## src/include/gfc_defines.svh

```systemverilog
// Purpose: Constants of the gated frequency counter control block
// Assumes: 20 MHz system clock, 32-bit AXI4-Lite register bus
// Notes:   Offsets are byte addresses of aligned words
//
// Contract
// - No measurement starts without an arm command
// - Armed gate opens on next input edge
// - Gate closes on first edge after gate time
// - Low variant divides channel B by four
// - High variant divides channel B by 256
// - Interpolator measures gate-to-reference edge offsets
// - Interpolator clear input resets interpolator counters
// - External reference, at most 5 MHz, may replace internal
`ifndef GFC_DEFINES_SVH
`define GFC_DEFINES_SVH

// Register offsets
`define GFC_OFS_CTRL      8'h00
`define GFC_OFS_GATE      8'h04
`define GFC_OFS_STATUS    8'h08
`define GFC_OFS_EVENTS    8'h0c
`define GFC_OFS_REFS      8'h10
`define GFC_OFS_IP_START  8'h14
`define GFC_OFS_IP_STOP   8'h18
`define GFC_OFS_INT_STAT  8'h1c
`define GFC_OFS_INT_MASK  8'h20
`define GFC_ADDR_W        8

// Control fields
`define GFC_CTRL_CHAN_B   0
`define GFC_CTRL_DIV256   1
`define GFC_CTRL_EXT_REF  2
`define GFC_CTRL_ARM      8
`define GFC_CTRL_IP_CLR   9

// Status and interrupt fields
`define GFC_ST_BUSY       0
`define GFC_ST_DONE       1
`define GFC_INT_OPENED    0
`define GFC_INT_DONE      1
`define GFC_INT_REFUSED   2
`define GFC_INT_W         3

// Reset values
`define GFC_GATE_RST      32'h000f4240
`define GFC_CTRL_RST      3'h0
`define GFC_MASK_RST      3'h0

// Prescaler terminal counts
`define GFC_DIV_LO_TC     8'h03
`define GFC_DIV_HI_TC     8'hff

// Timing
`define GFC_CLK_HZ        20000000
`define GFC_REF_HZ        10000000
`define GFC_REF_DIV_CYC   (`GFC_CLK_HZ / `GFC_REF_HZ)
`define GFC_REF_TC        1'((`GFC_REF_DIV_CYC) - 1)

// Bus responses
`define GFC_RESP_OKAY     2'h0
`define GFC_RESP_SLVERR   2'h2

`endif

```

## src/include/gfc_pkg.sv

```systemverilog
// Purpose: Types of the gated frequency counter control block
// Assumes: Used with gfc_defines.svh
// Notes:   Nothing here is imported; users write gfc_pkg::name
package gfc_pkg;

  typedef enum logic [1:0] {
    ST_IDLE,
    ST_ARMED,
    ST_OPEN,
    ST_DONE
  } gfc_state_t;

  typedef struct packed {
    logic [31:0] events;
    logic [31:0] refs;
    logic [15:0] ip_start;
    logic [15:0] ip_stop;
  } gfc_result_t;

  typedef struct packed {
    logic chan_b;
    logic div256;
    logic ext_ref;
  } gfc_cfg_t;

endpackage : gfc_pkg

```

## src/design/gfc_sync.sv

```systemverilog
// Purpose: Three-stage input synchroniser with rising-edge pulse
// Assumes: Input is asynchronous to CLK
// Notes:   A level counts once the second and third stages agree
`timescale 1ns/100ps
module gfc_sync (
  // Clock and reset
  input  wire logic clk_in,
  input  wire logic rst_n_in,
  // Pin and result
  input  wire logic pin_in,
  output logic      rise_out
);

  logic ff1_q;
  logic ff2_q;
  logic ff3_q;
  logic lvl_q;
  wire  agree = (ff2_q == ff3_q);

  always_ff @(posedge clk_in or negedge rst_n_in) begin
    if (!rst_n_in) begin
      ff1_q <= 1'b0;
      ff2_q <= 1'b0;
      ff3_q <= 1'b0;
      lvl_q <= 1'b0;
    end else begin
      ff1_q <= pin_in;
      ff2_q <= ff1_q;
      ff3_q <= ff2_q;
      if (agree) begin
        lvl_q <= ff3_q;
      end
    end
  end

  assign rise_out = agree & ff3_q & ~lvl_q;

endmodule : gfc_sync

```

## src/design/gfc_prescaler.sv

```systemverilog
// Purpose: Fixed channel B prescaler, divide by 4 or by 256
// Assumes: Input is a one-cycle edge pulse
// Notes:   Ratio is chosen by the variant bit; changing it mid-run
//          may shorten one output period
`timescale 1ns/100ps
`include "gfc_defines.svh"
module gfc_prescaler (
  // Clock and reset
  input  wire logic clk_in,
  input  wire logic rst_n_in,
  // Control
  input  wire logic div256_in,
  // Pulses
  input  wire logic edge_in,
  output logic      pulse_out
);

  logic [7:0] cnt_q;
  logic [7:0] cnt_d;
  logic       pulse_d;
  wire  [7:0] tc = div256_in ? `GFC_DIV_HI_TC
                             : `GFC_DIV_LO_TC;
  wire        wrap = edge_in & (cnt_q >= tc);

  assign cnt_d   = wrap ? 8'h00 : (edge_in ? cnt_q + 8'h01 : cnt_q);
  assign pulse_d = wrap;

  always_ff @(posedge clk_in or negedge rst_n_in) begin
    if (!rst_n_in) begin
      cnt_q     <= 8'h00;
      pulse_out <= 1'b0;
    end else begin
      cnt_q     <= cnt_d;
      pulse_out <= pulse_d;
    end
  end

endmodule : gfc_prescaler

```

## src/design/gfc_counter_ctrl.sv

```systemverilog
// Purpose: Measurement gate, event and reference counting, interpolator
// Assumes: AXI4-Lite slave, one write and one read at a time
// Notes:   Results stay frozen until software reads the event count;
//          display refresh pacing is left to software
`timescale 1ns/100ps
`include "gfc_defines.svh"
module gfc_counter_ctrl (
  // Clock and reset
  input  wire logic        CLK_IN,
  input  wire logic        RESET_N_IN,
  // Write address channel
  input  wire logic        AXI_AWVALID_IN,
  input  wire logic [7:0]  AXI_AWADDR_IN,
  output logic             AXI_AWREADY_OUT,
  // Write data channel
  input  wire logic        AXI_WVALID_IN,
  input  wire logic [31:0] AXI_WDATA_IN,
  input  wire logic [3:0]  AXI_WSTRB_IN,
  output logic             AXI_WREADY_OUT,
  // Write response channel
  input  wire logic        AXI_BREADY_IN,
  output logic             AXI_BVALID_OUT,
  output logic [1:0]       AXI_BRESP_OUT,
  // Read address channel
  input  wire logic        AXI_ARVALID_IN,
  input  wire logic [7:0]  AXI_ARADDR_IN,
  output logic             AXI_ARREADY_OUT,
  // Read data channel
  input  wire logic        AXI_RREADY_IN,
  output logic             AXI_RVALID_OUT,
  output logic [31:0]      AXI_RDATA_OUT,
  output logic [1:0]       AXI_RRESP_OUT,
  // Signal inputs
  input  wire logic        CHAN_A_IN,
  input  wire logic        CHAN_B_IN,
  input  wire logic        EXT_REF_IN,
  // Status outputs
  output logic             GATE_OPEN_OUT,
  output logic             IRQ_OUT
);

  // Synchronised pins: A, B, external reference
  logic [2:0] pins;
  logic [2:0] rises;
  logic       chan_b_div;

  assign pins = {EXT_REF_IN, CHAN_B_IN, CHAN_A_IN};

  genvar gi;
  generate
    for (gi = 0; gi < 3; gi++) begin : g_sync
      gfc_sync u_sync (
        .clk_in   (CLK_IN),
        .rst_n_in (RESET_N_IN),
        .pin_in   (pins[gi]),
        .rise_out (rises[gi])
      );
    end
  endgenerate

  // Configuration and control state
  gfc_pkg::gfc_cfg_t    cfg_q;
  gfc_pkg::gfc_cfg_t    cfg_d;
  gfc_pkg::gfc_state_t  state_q;
  gfc_pkg::gfc_state_t  state_d;
  gfc_pkg::gfc_result_t res_q;
  gfc_pkg::gfc_result_t res_d;
  logic [31:0]          gate_q;
  logic [31:0]          gate_d;
  logic                 ip_start_run_q;
  logic                 ip_start_run_d;
  logic                 ip_stop_run_q;
  logic                 ip_stop_run_d;
  logic                 ref_div_q;
  logic                 ref_div_d;
  logic [`GFC_INT_W-1:0] int_stat_q;
  logic [`GFC_INT_W-1:0] int_stat_d;
  logic [`GFC_INT_W-1:0] int_mask_q;
  logic [`GFC_INT_W-1:0] int_mask_d;

  gfc_prescaler u_presc (
    .clk_in    (CLK_IN),
    .rst_n_in  (RESET_N_IN),
    .div256_in (cfg_q.div256),
    .edge_in   (rises[1]),
    .pulse_out (chan_b_div)
  );

  // Bus slave state
  logic                  aw_hold_q;
  logic                  aw_hold_d;
  logic [`GFC_ADDR_W-1:0] awaddr_q;
  logic                  w_hold_q;
  logic                  w_hold_d;
  logic [31:0]           wdata_q;
  logic [3:0]            wstrb_q;
  logic                  bvalid_d;
  logic                  awready_d;
  logic                  wready_d;
  logic                  rvalid_d;
  logic                  arready_d;
  logic [31:0]           rdata_d;
  logic [1:0]            rresp_d;
  logic [1:0]            bresp_d;

  wire aw_take = AXI_AWVALID_IN & AXI_AWREADY_OUT;
  wire w_take  = AXI_WVALID_IN & AXI_WREADY_OUT;
  wire wr_fire = aw_hold_q & w_hold_q;
  wire ar_take = AXI_ARVALID_IN & AXI_ARREADY_OUT;

  assign aw_hold_d = (aw_hold_q | aw_take) & ~wr_fire;
  assign w_hold_d  = (w_hold_q | w_take) & ~wr_fire;
  assign bvalid_d  = wr_fire | (AXI_BVALID_OUT & ~AXI_BREADY_IN);
  assign awready_d = ~aw_hold_d & ~bvalid_d;
  assign wready_d  = ~w_hold_d & ~bvalid_d;
  assign rvalid_d  = ar_take | (AXI_RVALID_OUT & ~AXI_RREADY_IN);
  assign arready_d = ~rvalid_d;

  // Write decode
  wire wr_ctrl  = wr_fire & (awaddr_q == `GFC_OFS_CTRL);
  wire wr_gate  = wr_fire & (awaddr_q == `GFC_OFS_GATE);
  wire wr_mask  = wr_fire & (awaddr_q == `GFC_OFS_INT_MASK);
  wire wr_known = wr_ctrl | wr_gate | wr_mask |
                  (awaddr_q == `GFC_OFS_STATUS)   |
                  (awaddr_q == `GFC_OFS_EVENTS)   |
                  (awaddr_q == `GFC_OFS_REFS)     |
                  (awaddr_q == `GFC_OFS_IP_START) |
                  (awaddr_q == `GFC_OFS_IP_STOP)  |
                  (awaddr_q == `GFC_OFS_INT_STAT);
  assign bresp_d = wr_fire ? (wr_known ? `GFC_RESP_OKAY : `GFC_RESP_SLVERR)
                           : AXI_BRESP_OUT;

  // Arm and interpolator clear are write-one pulses in byte lane 1
  wire arm_req = wr_ctrl & wstrb_q[1] & wdata_q[`GFC_CTRL_ARM];
  wire ip_clr  = wr_ctrl & wstrb_q[1] & wdata_q[`GFC_CTRL_IP_CLR];
  wire arm_ok  = arm_req & (state_q == gfc_pkg::ST_IDLE);
  wire arm_bad = arm_req & ~arm_ok;

  // Byte-lane merge for word registers
  function automatic logic [31:0] merge(input logic [31:0] old_v,
                                        input logic [31:0] new_v,
                                        input logic [3:0]  strb);
    logic [31:0] r;
    r = old_v;
    for (int i = 0; i < 4; i++) begin
      if (strb[i]) begin
        r[i*8 +: 8] = new_v[i*8 +: 8];
      end
    end
    return r;
  endfunction : merge

  // Configuration may change only while idle, so a run keeps its mode
  wire cfg_wr = wr_ctrl & wstrb_q[0] & (state_q == gfc_pkg::ST_IDLE);
  assign cfg_d.chan_b  = cfg_wr ? wdata_q[`GFC_CTRL_CHAN_B]
                                : cfg_q.chan_b;
  assign cfg_d.div256  = cfg_wr ? wdata_q[`GFC_CTRL_DIV256]
                                : cfg_q.div256;
  assign cfg_d.ext_ref = cfg_wr ? wdata_q[`GFC_CTRL_EXT_REF]
                                : cfg_q.ext_ref;
  assign gate_d = (wr_gate & (state_q == gfc_pkg::ST_IDLE))
                ? merge(gate_q, wdata_q, wstrb_q) : gate_q;
  assign int_mask_d = wr_mask & wstrb_q[0]
                    ? wdata_q[`GFC_INT_W-1:0] : int_mask_q;

  // Reference tick: internal divider or synchronised external edge
  assign ref_div_d = (ref_div_q == `GFC_REF_TC) ? 1'b0
                                                : ref_div_q + 1'b1;
  wire int_tick = (ref_div_q == `GFC_REF_TC);
  wire ref_tick = cfg_q.ext_ref ? rises[2] : int_tick;

  // Input under measurement
  wire sig_edge = cfg_q.chan_b ? chan_b_div : rises[0];

  // Gate control
  wire elapsed   = (res_q.refs >= gate_q);
  wire do_open   = (state_q == gfc_pkg::ST_ARMED) & sig_edge;
  wire do_close  = (state_q == gfc_pkg::ST_OPEN) & elapsed &
                   sig_edge;
  wire rd_events = ar_take & (AXI_ARADDR_IN == `GFC_OFS_EVENTS);
  wire rd_istat  = ar_take & (AXI_ARADDR_IN == `GFC_OFS_INT_STAT);

  always_comb begin
    state_d = state_q;
    case (state_q)
      gfc_pkg::ST_IDLE: begin
        if (arm_ok) begin
          state_d = gfc_pkg::ST_ARMED;
        end
      end
      gfc_pkg::ST_ARMED: begin
        if (do_open) begin
          state_d = gfc_pkg::ST_OPEN;
        end
      end
      gfc_pkg::ST_OPEN: begin
        if (do_close) begin
          state_d = gfc_pkg::ST_DONE;
        end
      end
      gfc_pkg::ST_DONE: begin
        if (rd_events) begin
          state_d = gfc_pkg::ST_IDLE;
        end
      end
      default: begin
        state_d = gfc_pkg::ST_IDLE;
      end
    endcase
  end

  // Counters: the closing edge is counted, the opening one is not,
  // so a gate of n input periods holds exactly n events
  wire in_gate = (state_q == gfc_pkg::ST_OPEN);
  assign res_d.events = do_open ? 32'h0000_0000
                      : (in_gate & sig_edge) ? res_q.events + 32'h0000_0001
                      : res_q.events;
  assign res_d.refs   = do_open ? 32'h0000_0000
                      : (in_gate & ref_tick) ? res_q.refs + 32'h0000_0001
                      : res_q.refs;

  // Interpolator: cycles from each gate edge to the next reference tick
  assign ip_start_run_d = ip_clr ? 1'b0
                        : do_open ? ~ref_tick
                        : ip_start_run_q & ~ref_tick;
  assign ip_stop_run_d  = ip_clr ? 1'b0
                        : do_close ? ~ref_tick
                        : ip_stop_run_q & ~ref_tick;
  assign res_d.ip_start = (ip_clr | do_open) ? 16'h0000
                        : ip_start_run_q ? res_q.ip_start + 16'h0001
                        : res_q.ip_start;
  assign res_d.ip_stop  = (ip_clr | do_close) ? 16'h0000
                        : ip_stop_run_q ? res_q.ip_stop + 16'h0001
                        : res_q.ip_stop;

  // Sticky interrupt status: a read clears, a new event in the same
  // cycle still wins
  wire [`GFC_INT_W-1:0] int_evt;
  assign int_evt[`GFC_INT_OPENED]  = do_open;
  assign int_evt[`GFC_INT_DONE]    = do_close;
  assign int_evt[`GFC_INT_REFUSED] = arm_bad;
  assign int_stat_d = (rd_istat ? {`GFC_INT_W{1'b0}} : int_stat_q) |
                      int_evt;
  wire irq_d = |(int_stat_d & int_mask_d);

  // Read mux
  wire [31:0] status_word = {30'h0000_0000,
                             state_q == gfc_pkg::ST_DONE,
                             state_q != gfc_pkg::ST_IDLE};
  wire [31:0] ctrl_word   = {29'h0000_0000, cfg_q.ext_ref,
                             cfg_q.div256, cfg_q.chan_b};

  always_comb begin
    rdata_d = 32'h0000_0000;
    rresp_d = `GFC_RESP_OKAY;
    case (AXI_ARADDR_IN)
      `GFC_OFS_CTRL:     rdata_d = ctrl_word;
      `GFC_OFS_GATE:     rdata_d = gate_q;
      `GFC_OFS_STATUS:   rdata_d = status_word;
      `GFC_OFS_EVENTS:   rdata_d = res_q.events;
      `GFC_OFS_REFS:     rdata_d = res_q.refs;
      `GFC_OFS_IP_START: rdata_d = {16'h0000, res_q.ip_start};
      `GFC_OFS_IP_STOP:  rdata_d = {16'h0000, res_q.ip_stop};
      `GFC_OFS_INT_STAT: rdata_d = {29'h0000_0000, int_stat_q};
      `GFC_OFS_INT_MASK: rdata_d = {29'h0000_0000, int_mask_q};
      default:           rresp_d = `GFC_RESP_SLVERR;
    endcase
  end

  // Bus slave registers
  always_ff @(posedge CLK_IN or negedge RESET_N_IN) begin
    if (!RESET_N_IN) begin
      aw_hold_q       <= 1'b0;
      w_hold_q        <= 1'b0;
      awaddr_q        <= 8'h00;
      wdata_q         <= 32'h0000_0000;
      wstrb_q         <= 4'h0;
      AXI_AWREADY_OUT <= 1'b0;
      AXI_WREADY_OUT  <= 1'b0;
      AXI_BVALID_OUT  <= 1'b0;
      AXI_BRESP_OUT   <= `GFC_RESP_OKAY;
      AXI_ARREADY_OUT <= 1'b0;
      AXI_RVALID_OUT  <= 1'b0;
    end else begin
      aw_hold_q       <= aw_hold_d;
      w_hold_q        <= w_hold_d;
      AXI_AWREADY_OUT <= awready_d;
      AXI_WREADY_OUT  <= wready_d;
      AXI_BVALID_OUT  <= bvalid_d;
      AXI_BRESP_OUT   <= bresp_d;
      AXI_ARREADY_OUT <= arready_d;
      AXI_RVALID_OUT  <= rvalid_d;
      if (aw_take) begin
        awaddr_q <= AXI_AWADDR_IN;
      end
      if (w_take) begin
        wdata_q <= AXI_WDATA_IN;
        wstrb_q <= AXI_WSTRB_IN;
      end
    end
  end

  always_ff @(posedge CLK_IN or negedge RESET_N_IN) begin
    if (!RESET_N_IN) begin
      AXI_RDATA_OUT <= 32'h0000_0000;
      AXI_RRESP_OUT <= `GFC_RESP_OKAY;
    end else if (ar_take) begin
      AXI_RDATA_OUT <= rdata_d;
      AXI_RRESP_OUT <= rresp_d;
    end
  end

  // Block state registers
  always_ff @(posedge CLK_IN or negedge RESET_N_IN) begin
    if (!RESET_N_IN) begin
      cfg_q          <= `GFC_CTRL_RST;
      gate_q         <= `GFC_GATE_RST;
      int_mask_q     <= `GFC_MASK_RST;
      int_stat_q     <= {`GFC_INT_W{1'b0}};
      state_q        <= gfc_pkg::ST_IDLE;
      res_q          <= '0;
      ip_start_run_q <= 1'b0;
      ip_stop_run_q  <= 1'b0;
      ref_div_q      <= 1'b0;
      GATE_OPEN_OUT  <= 1'b0;
      IRQ_OUT        <= 1'b0;
    end else begin
      cfg_q          <= cfg_d;
      gate_q         <= gate_d;
      int_mask_q     <= int_mask_d;
      int_stat_q     <= int_stat_d;
      state_q        <= state_d;
      res_q          <= res_d;
      ip_start_run_q <= ip_start_run_d;
      ip_stop_run_q  <= ip_stop_run_d;
      ref_div_q      <= ref_div_d;
      GATE_OPEN_OUT  <= (state_d == gfc_pkg::ST_OPEN);
      IRQ_OUT        <= irq_d;
    end
  end

endmodule : gfc_counter_ctrl

```

## config.mk

```make
export PLATFORM = sky130hd
export DESIGN_NAME = gfc_counter_ctrl
export DESIGN_NICKNAME = d
export VERILOG_FILES = /design/src/include/gfc_pkg.sv /design/src/design/gfc_sync.sv /design/src/design/gfc_prescaler.sv /design/src/design/gfc_counter_ctrl.sv
export VERILOG_INCLUDE_DIRS = /design/src /design/src/include
export SDC_FILE = /design/constraint.sdc
export NUM_CORES = 1
export LEC_CHECK = 0
export BUFFER_PORTS_ARGS = -buffer_cell sky130_fd_sc_hd__clkbuf_2
export CORE_ASPECT_RATIO = 0.5
export CORE_UTILIZATION = 25
export CTS_CLUSTER_SIZE = 16
export DETAILED_ROUTE_END_ITERATION = 10
export PLACE_DENSITY = 0.52
export SYNTH_ARGS = -nofsm -noshare
export SYNTH_HDL_FRONTEND = slang
export SYNTH_SLANG_ARGS = --single-unit
export TNS_END_PERCENT = 30
```

## constraint.sdc

```tcl
create_clock -name CLK_IN -period 3.5 [get_ports CLK_IN]
set_input_delay 0.525 -clock CLK_IN [delete_from_list [all_inputs] [get_ports CLK_IN]]
set_output_delay 0.525 -clock CLK_IN [all_outputs]
set_load 0.005 [all_outputs]
```

==> impl_summary.txt, run 1 <==
----------------------------------------------------
[Detailed routing]
  Number of iterations in the first detailed-routing pass ... 5
  Iter 0 DRT Violations ... 852
  Antenna viol nets, final ... 0
  Wire length on met1 ... ~16000 µm
  Total met2 wirelength after detailed routing ... 15100 µm
  Uppermost metal layer occupied by signal nets ... met4
  Met3 wire len ... 1720 µm
  Routed via count ... approximately 9300
  Average wire per standard cell ... 17.7 µm
  DRC violation count after routing ... 0
  Routed wire length ... 34100 µm
  Number of vias per cell ... around 4.8

[Power]
  Total chip power ... ~8 mW
  Peak supply drop ... 0.301 mV
  Power per Cell Area ... 541 nW/µm²
  Leakage ... 6.37 nW

[Synthesis]
  Largest cells by area after synthesis ... dfrtp_1, mux2_2, ha_1
  Top cell types by occurrence after synthesis ... dfrtp_1, nand2_1, nor2_1, mux2_2, o21ai_0
  Number of synthesized flops with an enable pin ... 0
  Most frequently used flop master after synthesis ... dfrtp_1
  Syn Inst Count ... 1163
  Number of flip-flops and latches in the synthesized netlist ... 250
  Cell area after synthesis ... approximately 12000 µm²
  Synth area leader ... dfrtp_1
  Cell with the most instances after synthesis ... dfrtp_1
  Top cell type's share of synthesized area ... 49.8%
  Share of the yosys chip area belonging to registers ... 51.3%
  Proportion of synthesized flip-flops having asynchronous set or reset ... between 90% and 100%
  Mean instance size in the synthesized netlist ... 10.5 µm²
  Count of warnings emitted by yosys ... 0
  Library cells used by synthesis ... 62

[Min path]
  Kind of path behind the tightest hold check ... input port to register
  Source of the worst hold timing path ... CHAN_B_IN

[Cells and area]
  Antenna diode instance count ... 0
  Combined flip-flop and latch cell area ... about 6300 µm²
  Area occupied by multi-input gates ... approximately 5600 µm²
  Final #Nets ... 1376
  Fraction of layout instances using a drive strength above 1 ... 21.0%
  Area Growth Syn to Fin ... 18.1%
  Post-layout util ... 30.4%
  Filler Cell Count ... 4974
  Summed area of non-filler cells in the final layout ... between 10000 and 15000 µm²
  Final cell count without fillers ... roughly 1900

[Global route]
  GRT Resource Usage Total ... 13.9%
  Gr ovfl total ... 0
  Initial antenna violation count ... 0
  First-pass GRT wire length ... 53500 µm
  Pin count of the biggest net entering global routing ... 83
  Number of global-route vias before repair ... 8758

[STA]
  Count of endpoints failing hold in the final timing report ... 0
  Worst slew margin ... 37.5%
  Maximum operating frequency ... 0.364 GHz
  Transition time at the pin with the least slew margin ... a little over 900 ps
  Period utilisation layout ... 78.5%
  Final max-slew violation count ... 0
  Worst setup slack after layout ... roughly 750 ps
  Minimum clock period after layout ... 2750 ps
  Setup TNS after final layout ... 0 ps
  Unrepaired setup endpoints after global routing ... false
  Setup-failing EPs final ... 0
  Worst hold slack ... 96.8 ps
  Worst setup skew after layout ... 19.3 ps

[Worst setup path]
  Crit path DAT ... between 3000 and 4000 ps
  Required time worst endpoint ... 3930 ps
  Worst setup EP type ... register
  Origin of the critical flop-to-flop path ... g_sync[0].u_sync.ff2_q
  Critical setup path kind ... register to register
  Startpoint type of the worst setup path ... register
  R2R cell count ... 7
  Setup crit end ... res_q[89]
  Timing startpoint of the critical path ... g_sync[0].u_sync.ff2_q
  RR Endpoint ... res_q[89]
  Worst setup slack for register-to-register paths ... roughly 750 ps
  CP max FO ... 9

[Clocking]
  Post-CTS sizing ... 0
  Clock net sink count ... 250
  Library cell used as clock root buffer ... clkbuf_16
  CTS buffer count ... 27
  Deepest level of the CTS H-tree ... 1
  CTS tree ... done
  Clock insertion delay at the later pin of the skew report ... 550 ps
  Maximum count of clock buffers along a single path ... 3
  Clock-pin slew on the worst setup and hold paths ... 60 ps

[Placed design]
  Quantity of I/O buffers inserted on ports ... 102
  Last weighted congestion value of the routability-driven placer ... 0.866
  Placed cell areas ... 13500 µm²
  Number of placed instances, taps included ... 1876
  Post-placement worst setup slack ... 775 ps
  Sum of net half-perimeters after detailed placement ... roughly 25000 µm

[Flow run]
  Max_cap viols ... 0

[Floorplanning]
  IO Pins ... 105
  Cell Rows ... 56
  Placeable Area ... ~48000 µm²
  Vert. Die Dim ... 158 µm
  Initial Utilization ... approximately a quarter
  Overall die area ... around 50000 µm²
  Die width ... approximately 310 µm

[Status]
  Result of the run ... finished clean

----------------------------------------------------
-- power by group --
group | internal, mW | switching, mW | leakage [nW]
combinational | 0.595 | 0.574 | 2.68
clock | 1.72 | 1.17 | 0.436
sequential | 3.34 | 0.414 | 3.25
total | 5.65 | 2.16 | 6.37
-- critical path, cell delays in order, from the launching register on --
cell	delay, ps
dfrtp_1	350
ha_1	140
nor3b_1	610
o21ai_1	460
nor4_4	550
nand2_1	220
o211ai_1	210
o31ai_1	90
-- sequential cells by signal (all words and copies together) (netlist names), 3 cells and up --
name                 cells
wdata_q                 32
int_mask_q               3
g_sync.u_sync.ff1_q      3
int_stat_q               3
AXI_RDATA_OUT           32
wstrb_q                  4
g_sync.u_sync.lvl_q      3
cfg_q                    3
gate_q                  32
res_q                   96
u_presc.cnt_q            8
awaddr_q                 8
g_sync.u_sync.ff3_q      3
g_sync.u_sync.ff2_q      3
-- cell families (layout without fill, tap and decap cells) --
family                   Yosys count  in the layout  share of synthesized area [%]
AO/OA/AOI/OAI                    228            228                           12.4
buffers and inverters             97            217                           3.23
AND/OR/NAND/NOR                  386            386                           15.3
XOR/XNOR                          52             52                           3.73
flip-flops                       250            250                           51.3
multiplexers                     103            103                           9.32
other                              1              2                         0.0307
adder cells (fa/ha/maj)           46             46                           4.71
-- how the worst min path moves through the flow --
stage                     slack [ps]  cells past startpoint                endpoint
after floorplan                  230                      0         AXI_ARREADY_OUT
after global placement           330                      0  g_sync[1].u_sync.ff2_q
after detailed placement         340                      0  g_sync[1].u_sync.ff2_q
after CTS                         70                      1  g_sync[1].u_sync.ff1_q
after global routing              70                      1  g_sync[1].u_sync.ff1_q
final                            100                      1  g_sync[1].u_sync.ff1_q
-- final cells by class --
type | instances | area share, %
Sequential cell | 250 | 43.4
Tap cell | 638 | 5.53
Timing Repair Buffer | 124 | 4.94
Multi-Input combinational cell | 817 | 38.7
Clock inverter | 5 | 0.521
Clock buffer | 40 | 5.58
Inverter | 48 | 1.25
-- cell usage in the layout (no fill, tap or decap), drive strengths merged, types with 3 or more instances in the layout --
| cell | instances |
|---|---|
| nor3b | 5 |
| nand3 | 54 |
| nor4 | 5 |
| a22o | 3 |
| o31ai | 13 |
| xor2 | 31 |
| mux2i | 17 |
| a222oi | 20 |
| a221oi | 3 |
| nor2 | 107 |
| and3 | 16 |
| inv | 48 |
| and2 | 9 |
| a21oi | 44 |
| nor4b | 3 |
| dfrtp | 243 |
| a211oi | 3 |
| dfstp | 7 |
| nand2 | 114 |
| nand2b | 7 |
| o21a | 4 |
| o211ai | 11 |
| a22oi | 24 |
| nor3 | 9 |
| nand4 | 25 |
| nor2b | 5 |
| ha | 46 |
| a31oi | 19 |
| o21ai | 59 |
| and4 | 8 |
| mux2 | 86 |
| clkinv | 3 |
| a21o | 9 |
| clkbuf | 141 |
| buf | 22 |
| xnor2 | 21 |
| or3 | 13 |
-- layer usage --
metal,vias up,track usage (%)
met4,0,3.19
met2,188,21.6
li1,4415,-
met1,4602,20.1
met3,50,2.23
met5,-,0
-- what timing repair did --
item / CTS / global route
buffers inserted: 0 / 0
hold buffers: 1 / 0
endpoints found under the hold margin: 17 / 0
Note: power is estimated with default switching activity, not from simulation.
==> inputs of run 2 (changes only) <==
- PLACE_DENSITY: 0.52 -> 0.53
- clock period: 3.5 -> 2.49 ns (I/O delays scaled with it)
==> impl_summary.txt, run 2 (same netlist as run 1, synthesis figures left out) <==
----------------------------------------------------
[Power]
  Power per Cell Area ... 744 nW/µm² (+38%)
  Leakage ... 6.80 nW (+6.8%)
  Peak supply drop ... 0.489 mV (+62%)

[Global route]
  Initial antenna violation count ... 0 (unchanged)
  Gr ovfl total ... 0 (unchanged)
  First-pass GRT wire length ... 54800 µm (+2.5%)
  GRT Resource Usage Total ... 14.2% (+0.30 points)
  Pin count of the biggest net entering global routing ... 79 (-4.8%)
  Number of global-route vias before repair ... 8958 (+2.3%)

[Worst setup path]
  Crit path DAT ... 2910 ps (-260 ps)
  Worst setup EP type ... register
  Startpoint type of the worst setup path ... register
  Worst setup slack for register-to-register paths ... 80 ps (-670 ps)
  Cell Chain, Critical Path ... ha_1, nand3_2, or4_4, or3_4, a31oi_4, buf_4, o21a_1
  CP max FO ... 5 (-4)
  Worst path max stage delay ... 550 ps (-60 ps)
  Critical setup path kind ... register to register
  R2R cell count ... 7 (unchanged)
  Origin of the critical flop-to-flop path ... res_q[61]
  Required time worst endpoint ... 2990 ps (-940 ps)
  CP max-delay cell ... or4_4
  RR Endpoint ... ip_stop_run_q

[Detailed routing]
  Routed via count ... 9547 (+3.2%)
  Number of vias per cell ... 4.79 (-0.52%)
  Iter 0 DRT Violations ... 723 (-15%)
  Routed wire length ... 35500 µm (+4.2%)
  Average wire per standard cell ... 17.8 µm (+0.52%)
  Antenna viol nets, final ... 0 (unchanged)
  DRC violation count after routing ... 0 (unchanged)
  Number of iterations in the first detailed-routing pass ... 6 (+1)

[Floorplanning]
  Placeable Area ... 47500 µm² (unchanged)
  Die width ... 315 µm (unchanged)
  Initial Utilization ... 25.7% (unchanged)
  Vert. Die Dim ... 158 µm (unchanged)
  IO Pins ... 105 (unchanged)
  Cell Rows ... 56 (unchanged)
  Overall die area ... 49800 µm² (unchanged)

[Clocking]
  Clock insertion delay at the later pin of the skew report ... 560 ps (about the same)
  CTS buffer count ... 28 (+3.7%)
  Deepest level of the CTS H-tree ... 1 (unchanged)
  Library cell used as clock root buffer ... clkbuf_16
  Maximum count of clock buffers along a single path ... 3 (unchanged)
  Clock-pin slew on the worst setup and hold paths ... 60 ps (about the same)
  CTS tree ... done
  Clock net sink count ... 250 (unchanged)

[Placed design]
  Sum of net half-perimeters after detailed placement ... 26400 µm (+4.6%)
  Quantity of I/O buffers inserted on ports ... 102 (unchanged)
  Number of placed instances, taps included ... 1937 (+3.3%)
  Last weighted congestion value of the routability-driven placer ... 0.846 (-2.3%)

[STA]
  Worst slew margin ... 56.8% (+19 points)
  Count of endpoints failing hold in the final timing report ... 0 (unchanged)
  Final max-slew violation count ... 0 (unchanged)
  Maximum operating frequency ... 0.415 GHz (+14%)
  Minimum clock period after layout ... 2410 ps (-338 ps)
  Worst setup skew after layout ... 14.9 ps (-4.48 ps)
  Transition time at the pin with the least slew margin ... 644 ps (-290 ps)
  Period utilisation layout ... 96.8% (+18 points)
  Setup TNS after final layout ... 0 ps (unchanged)
  Unrepaired setup endpoints after global routing ... false
  Setup-failing EPs final ... 0 (unchanged)

[Flow run]
  Max_cap viols ... 0 (unchanged)

[Cells and area]
  Final cell count without fillers ... 1993 (+3.7%)
  Final #Nets ... 1445 (+5.0%)
  Biggest register ... res_q
  Most frequent standard cell in the layout excluding fill and tap cells ... dfrtp_1
  Antenna diode instance count ... 0 (unchanged)
  Filler Cell Count ... 4871 (-2.1%)
  Flip-flop count of the largest register, all copies and words added ... 96 (unchanged)
  Area Growth Syn to Fin ... 24.1%
  Fraction of layout instances using a drive strength above 1 ... 25.8% (+4.9 points)
  Most frequent cells in the layout ... dfrtp_1, nand2_1, nor2_1

[Min path]
  Kind of path behind the tightest hold check ... input port to register
  Endpoint of the worst hold-timing path ... wdata_q[19]
  Min-Delay Path Depth ... 2 (+1)
  Source of the worst hold timing path ... AXI_WDATA_IN[19]

[Status]
  Result of the run ... finished clean

----------------------------------------------------
[run 2: final cells by class]
class                           count  area, µm²  share of cell area [%]
Sequential cell                   250       6260                    41.3
Multi-Input combinational cell    817       5660                    37.3
Timing Repair Buffer              192       1310                    8.64
Clock buffer                       38        840                    5.54
Tap cell                          638        798                    5.26
Inverter                           48        180                    1.19
Clock inverter                     10        116                   0.767
[run 2: what timing repair did]
| item | in CTS | in global routing |
|---|---|---|
| endpoints found under the setup margin | 0 | 19 |
| hold buffers | 4 | 0 |
| endpoints found under the hold margin | 140 | 0 |
| setup buffers | 0 | 1 |
| resized for setup | 0 | 17 |
[run 2: through the flow]
step / utilization [%] / cell area [µm²] / setup WS (ps) / power, mW / hold slack, ps
floorplan: - / 12200 / 236 / 6.23 / 77.9
global placement: 29.6 / 14000 / 57.0 / 7.04 / 214
detailed placement: 29.6 / 14000 / 37.2 / 7.08 / 216
CTS: 31.7 / 15000 / 21.7 / 11.4 / 20.7
global route: 31.9 / 15200 / 18.1 / 11.8 / 29.5
finish: 31.9 / 15200 / 79.2 / 11.3 / 44.5
[run 2: worst max-delay path by stage]
stage / startpoint / end / slack (ps) / cells past startpoint
after global placement: res_q[63] / res_q[15] / 60 / 7
after CTS: res_q[63] / res_q[8] / 20 / 7
final: res_q[61] / ip_stop_run_q / 80 / 7
after global routing: gate_q[29] / res_q[13] / 20 / 8
after detailed placement: res_q[63] / int_stat_q[1] / 40 / 7
after floorplan: res_q[60] / GATE_OPEN_OUT / 240 / 7
[run 2: power by group]
| part | internal (mW) | switching (mW) | leakage, nW | total (mW) |
|---|---|---|---|---|
| Clock | 2.56 | 1.72 | 0.469 | 4.28 |
| Sequential | 4.70 | 0.557 | 3.25 | 5.25 |
| Combinational | 0.905 | 0.859 | 3.08 | 1.76 |
| Total | 8.16 | 3.14 | 6.80 | 11.3 |
[run 2: layer usage]
layer | track usage [%] | vias to the layer above | part of all wire (%)
li1 | - | 4561 | -
met1 | 21.7 | 4717 | 50
met4 | 3.01 | 0 | 1.8
met2 | 20.9 | 228 | 43
met3 | 2.02 | 41 | 5.0
met5 | 0 | - | 0
[run 2: worst max-delay path: cells and delay by family, from the launching register on]
kind | cells | cell delay, ps
adders and majority gates | 1 | 290
AOI/OAI and AO/OA | 2 | 450
and+or+nand+nor | 3 | 1020
buffers and inverters | 1 | 210
DFF | 1 | 380
==> inputs of run 3 (changes only) <==
- ABC_AREA: not set -> 1
==> impl_summary.txt, run 3 <==
----------------------------------------------------
[Worst setup path]
  Critical setup path kind ... register to register
  CP max FO ... 14 (+9)
  Required time worst endpoint ... 2920 ps (-70 ps)
  Worst setup slack for register-to-register paths ... 280 ps (+200 ps)
  Startpoint type of the worst setup path ... register
  Origin of the critical flop-to-flop path ... gate_q[14]
  Timing startpoint of the critical path ... gate_q[14]
  RR Endpoint ... res_q[15]
  R2R cell count ... 13 (+6)
  Worst setup EP type ... register
  Crit path DAT ... 2640 ps (-270 ps)

[Detailed routing]
  Average wire per standard cell ... 15.8 µm (-11%)
  Routed wire length ... 39700 µm (+12%)
  Antenna viol nets, final ... 0 (unchanged)
  Iter 0 DRT Violations ... 811 (+12%)
  Routed via count ... 11500 (+21%)
  Number of vias per cell ... 4.59 (-4.1%)
  DRC violation count after routing ... 0 (unchanged)
  Number of iterations in the first detailed-routing pass ... 7 (+1)

[Floorplanning]
  Die width ... 327 µm (+4.1%)
  Placeable Area ... 52100 µm² (+9.7%)
  Overall die area ... 53900 µm² (+8.2%)
  Initial Utilization ... 25.4% (-0.32 points)
  Vert. Die Dim ... 165 µm (+4.0%)
  IO Pins ... 105 (unchanged)
  Cell Rows ... 59 (+5.4%)

[Cells and area]
  Flip-flop count of the largest register, all copies and words added ... 96 (unchanged)
  Most frequent cells in the layout ... nand2_1, dfrtp_1, inv_1
  Final #Nets ... 1893 (+31%)
  Most frequent standard cell in the layout excluding fill and tap cells ... nand2_1
  Biggest register ... res_q
  Area Growth Syn to Fin ... 19.8%
  Fraction of layout instances using a drive strength above 1 ... 13.9% (-12 points)

[Placed design]
  Sum of net half-perimeters after detailed placement ... 30500 µm (+16%)
  Last weighted congestion value of the routability-driven placer ... 0.921 (+8.9%)
  Post-placement worst setup slack ... 125 ps (+88.2 ps)
  Quantity of I/O buffers inserted on ports ... 102 (unchanged)

[Synthesis]
  Mean instance size in the synthesized netlist ... 8.05 µm² (-23%)
  Number of flip-flops and latches in the synthesized netlist ... 250 (unchanged)
  Top cell type's share of synthesized area ... 45.9% (-3.8 points)
  Cell area after synthesis ... 13200 µm² (+8.3%)
  Syn Inst Count ... 1644 (+41%)
  Count of warnings emitted by yosys ... 0 (unchanged)
  Cell with the most instances after synthesis ... nand2_1
  Largest cells by area after synthesis ... dfrtp_1, nand2_1, inv_1
  Proportion of synthesized flip-flops having asynchronous set or reset ... 100% (unchanged)
  Most frequently used flop master after synthesis ... dfrtp_1
  Number of synthesized flops with an enable pin ... 0 (unchanged)
  Library cells used by synthesis ... 52 (-16%)
  Top cell types by occurrence after synthesis ... nand2_1, dfrtp_1, inv_1, o21ai_0, nor2_1
  Share of the yosys chip area belonging to registers ... 47.3% (-3.9 points)
  Synth area leader ... dfrtp_1

[STA]
  Count of endpoints failing hold in the final timing report ... 0 (unchanged)
  Worst setup slack after layout ... 275 ps (+196 ps)
  Unrepaired setup endpoints after global routing ... false
  Period utilisation layout ... 88.9% (-7.9 points)
  Transition time at the pin with the least slew margin ... 696 ps (+52.8 ps)
  Minimum clock period after layout ... 2210 ps (-196 ps)
  Final max-slew violation count ... 0 (unchanged)
  Setup TNS after final layout ... 0 ps (unchanged)
  Worst slew margin ... 53.2% (-3.5 points)
  Setup-failing EPs final ... 0 (unchanged)
  Maximum operating frequency ... 0.452 GHz (+8.9%)
  Worst setup skew after layout ... 19.6 ps (+4.76 ps)

[Global route]
  Number of global-route vias before repair ... 10900 (+22%)
  First-pass GRT wire length ... 62500 µm (+14%)
  Gr ovfl total ... 0 (unchanged)
  GRT Resource Usage Total ... 14.7% (+0.55 points)
  Pin count of the biggest net entering global routing ... 62 (-22%)
  Initial antenna violation count ... 1 (+1)

[Min path]
  Source of the worst hold timing path ... AXI_WDATA_IN[21]
  Endpoint of the worst hold-timing path ... wdata_q[21]
  Min-Delay Path Depth ... 3 (+1)
  Kind of path behind the tightest hold check ... input port to register

[Clocking]
  Clock-pin slew on the worst setup and hold paths ... 60 ps (about the same)
  Library cell used as clock root buffer ... clkbuf_16
  Maximum count of clock buffers along a single path ... 3 (unchanged)
  Post-CTS Repair Setup Buffers ... 0 (unchanged)
  Clock insertion delay at the later pin of the skew report ... 570 ps (about the same)
  Deepest level of the CTS H-tree ... 1 (unchanged)
  Clock net sink count ... 250 (unchanged)
  CTS tree ... done
  CTS buffer count ... 28 (unchanged)

[Flow run]
  Max_cap viols ... 0 (unchanged)

[Power]
  Power per Cell Area ... 754 nW/µm² (+1.3%)
  Peak supply drop ... 0.445 mV (-9.0%)
  Leakage ... 7.22 nW (+6.2%)

[Status]
  Result of the run ... finished clean

----------------------------------------------------
run 3: cell types whose count changed after synthesis, sizes merged, moves of 28 or more:
cell   before  now
nand2     114  390
inv        48  242
o21ai      59  189
mux2       86    2
nor3        9   52
nand3      54   83
o22ai       2   30
run 3: layout make-up:
| cell class | instances | area (µm²) |
|---|---|---|
| clock buffers | 43 | 817 |
| inverters | 242 | 911 |
| clock inverters | 9 | 161 |
| well taps | 701 | 877 |
| flip-flops and latches | 250 | 6260 |
| repair buffers | 153 | 978 |
| fillers | 5700 | 36300 |
| multi-input cells | 1110 | 5840 |
| diodes | 1 | 2.50 |
run 3: worst max-delay path, stage by stage, from the launching register on:
cell,delay (ps)
dfstp_2,550
inv_1,50
ha_1,260
nand2_1,60
nor2_1,170
nand2_1,90
nor2_1,110
nor2_1,50
nand2_1,110
nand2_1,60
nand2_1,140
nand2_2,80
nand2_2,240
nor2_1,90
run 3: kinds of logic (layout without fill, tap and decap cells):
family / Yosys count / count (layout) / share of synthesized area [%]
adder cells (fa/ha/maj): 46 / 46 / 4.35
other: 1 / 3 / 0.0283
XOR/XNOR: 22 / 22 / 1.46
flip-flops: 250 / 250 / 47.3
AND/OR/NAND/NOR: 713 / 713 / 24.5
multiplexers: 2 / 2 / 0.170
buffers and inverters: 285 / 447 / 8.60
AO/OA/AOI/OAI: 325 / 325 / 13.6
run 3: how the worst max path moves through the flow:
stage / to / slack [ps] / cells after the start
5_1_grt: res_q[14] / 50 / 13
3_3_place_gp: res_q[15] / 160 / 13
2_1_floorplan: res_q[14] / 570 / 14
3_5_place_dp: res_q[12] / 130 / 13
6_report: res_q[15] / 280 / 13
4_1_cts: res_q[15] / 80 / 13
run 3: what timing repair did:
item	CTS	global route
gates resized for setup	0	1
setup endpoints to repair	0	14
hold endpoints to repair	64	0
hold buffers	10	0
run 3: metal layers:
layer | global-route usage [%] | vias up | wire length [µm]
li1 | - | 5705 | -
met1 | 21.8 | 5509 | 19800
met2 | 22.3 | 255 | 17000
met3 | 2.21 | 52 | 1980
met4 | 3.57 | 0 | 852
met5 | 0 | - | 0
run 3: report_power, final:
part | switching [mW] | total [mW] | internal, mW
clock | 1.73 | 4.40 | 2.67
combinational | 1.68 | 2.46 | 0.782
sequential | 0.391 | 5.08 | 4.69
total | 3.80 | 11.9 | 8.15
run 3: metrics by stage:
stage	utilization, %	power [mW]	std cells	area [µm²]	hold WS [ps]
final	30.4	11.9	2509	15900	23.3
after detailed placement	28.3	7.64	2446	14800	340
after floorplan	-	6.64	1645	13200	77.9
after CTS	30.4	12.1	2508	15800	1.05
after global placement	28.3	7.61	2446	14800	337
after global routing	30.4	12.7	2508	15800	17.0
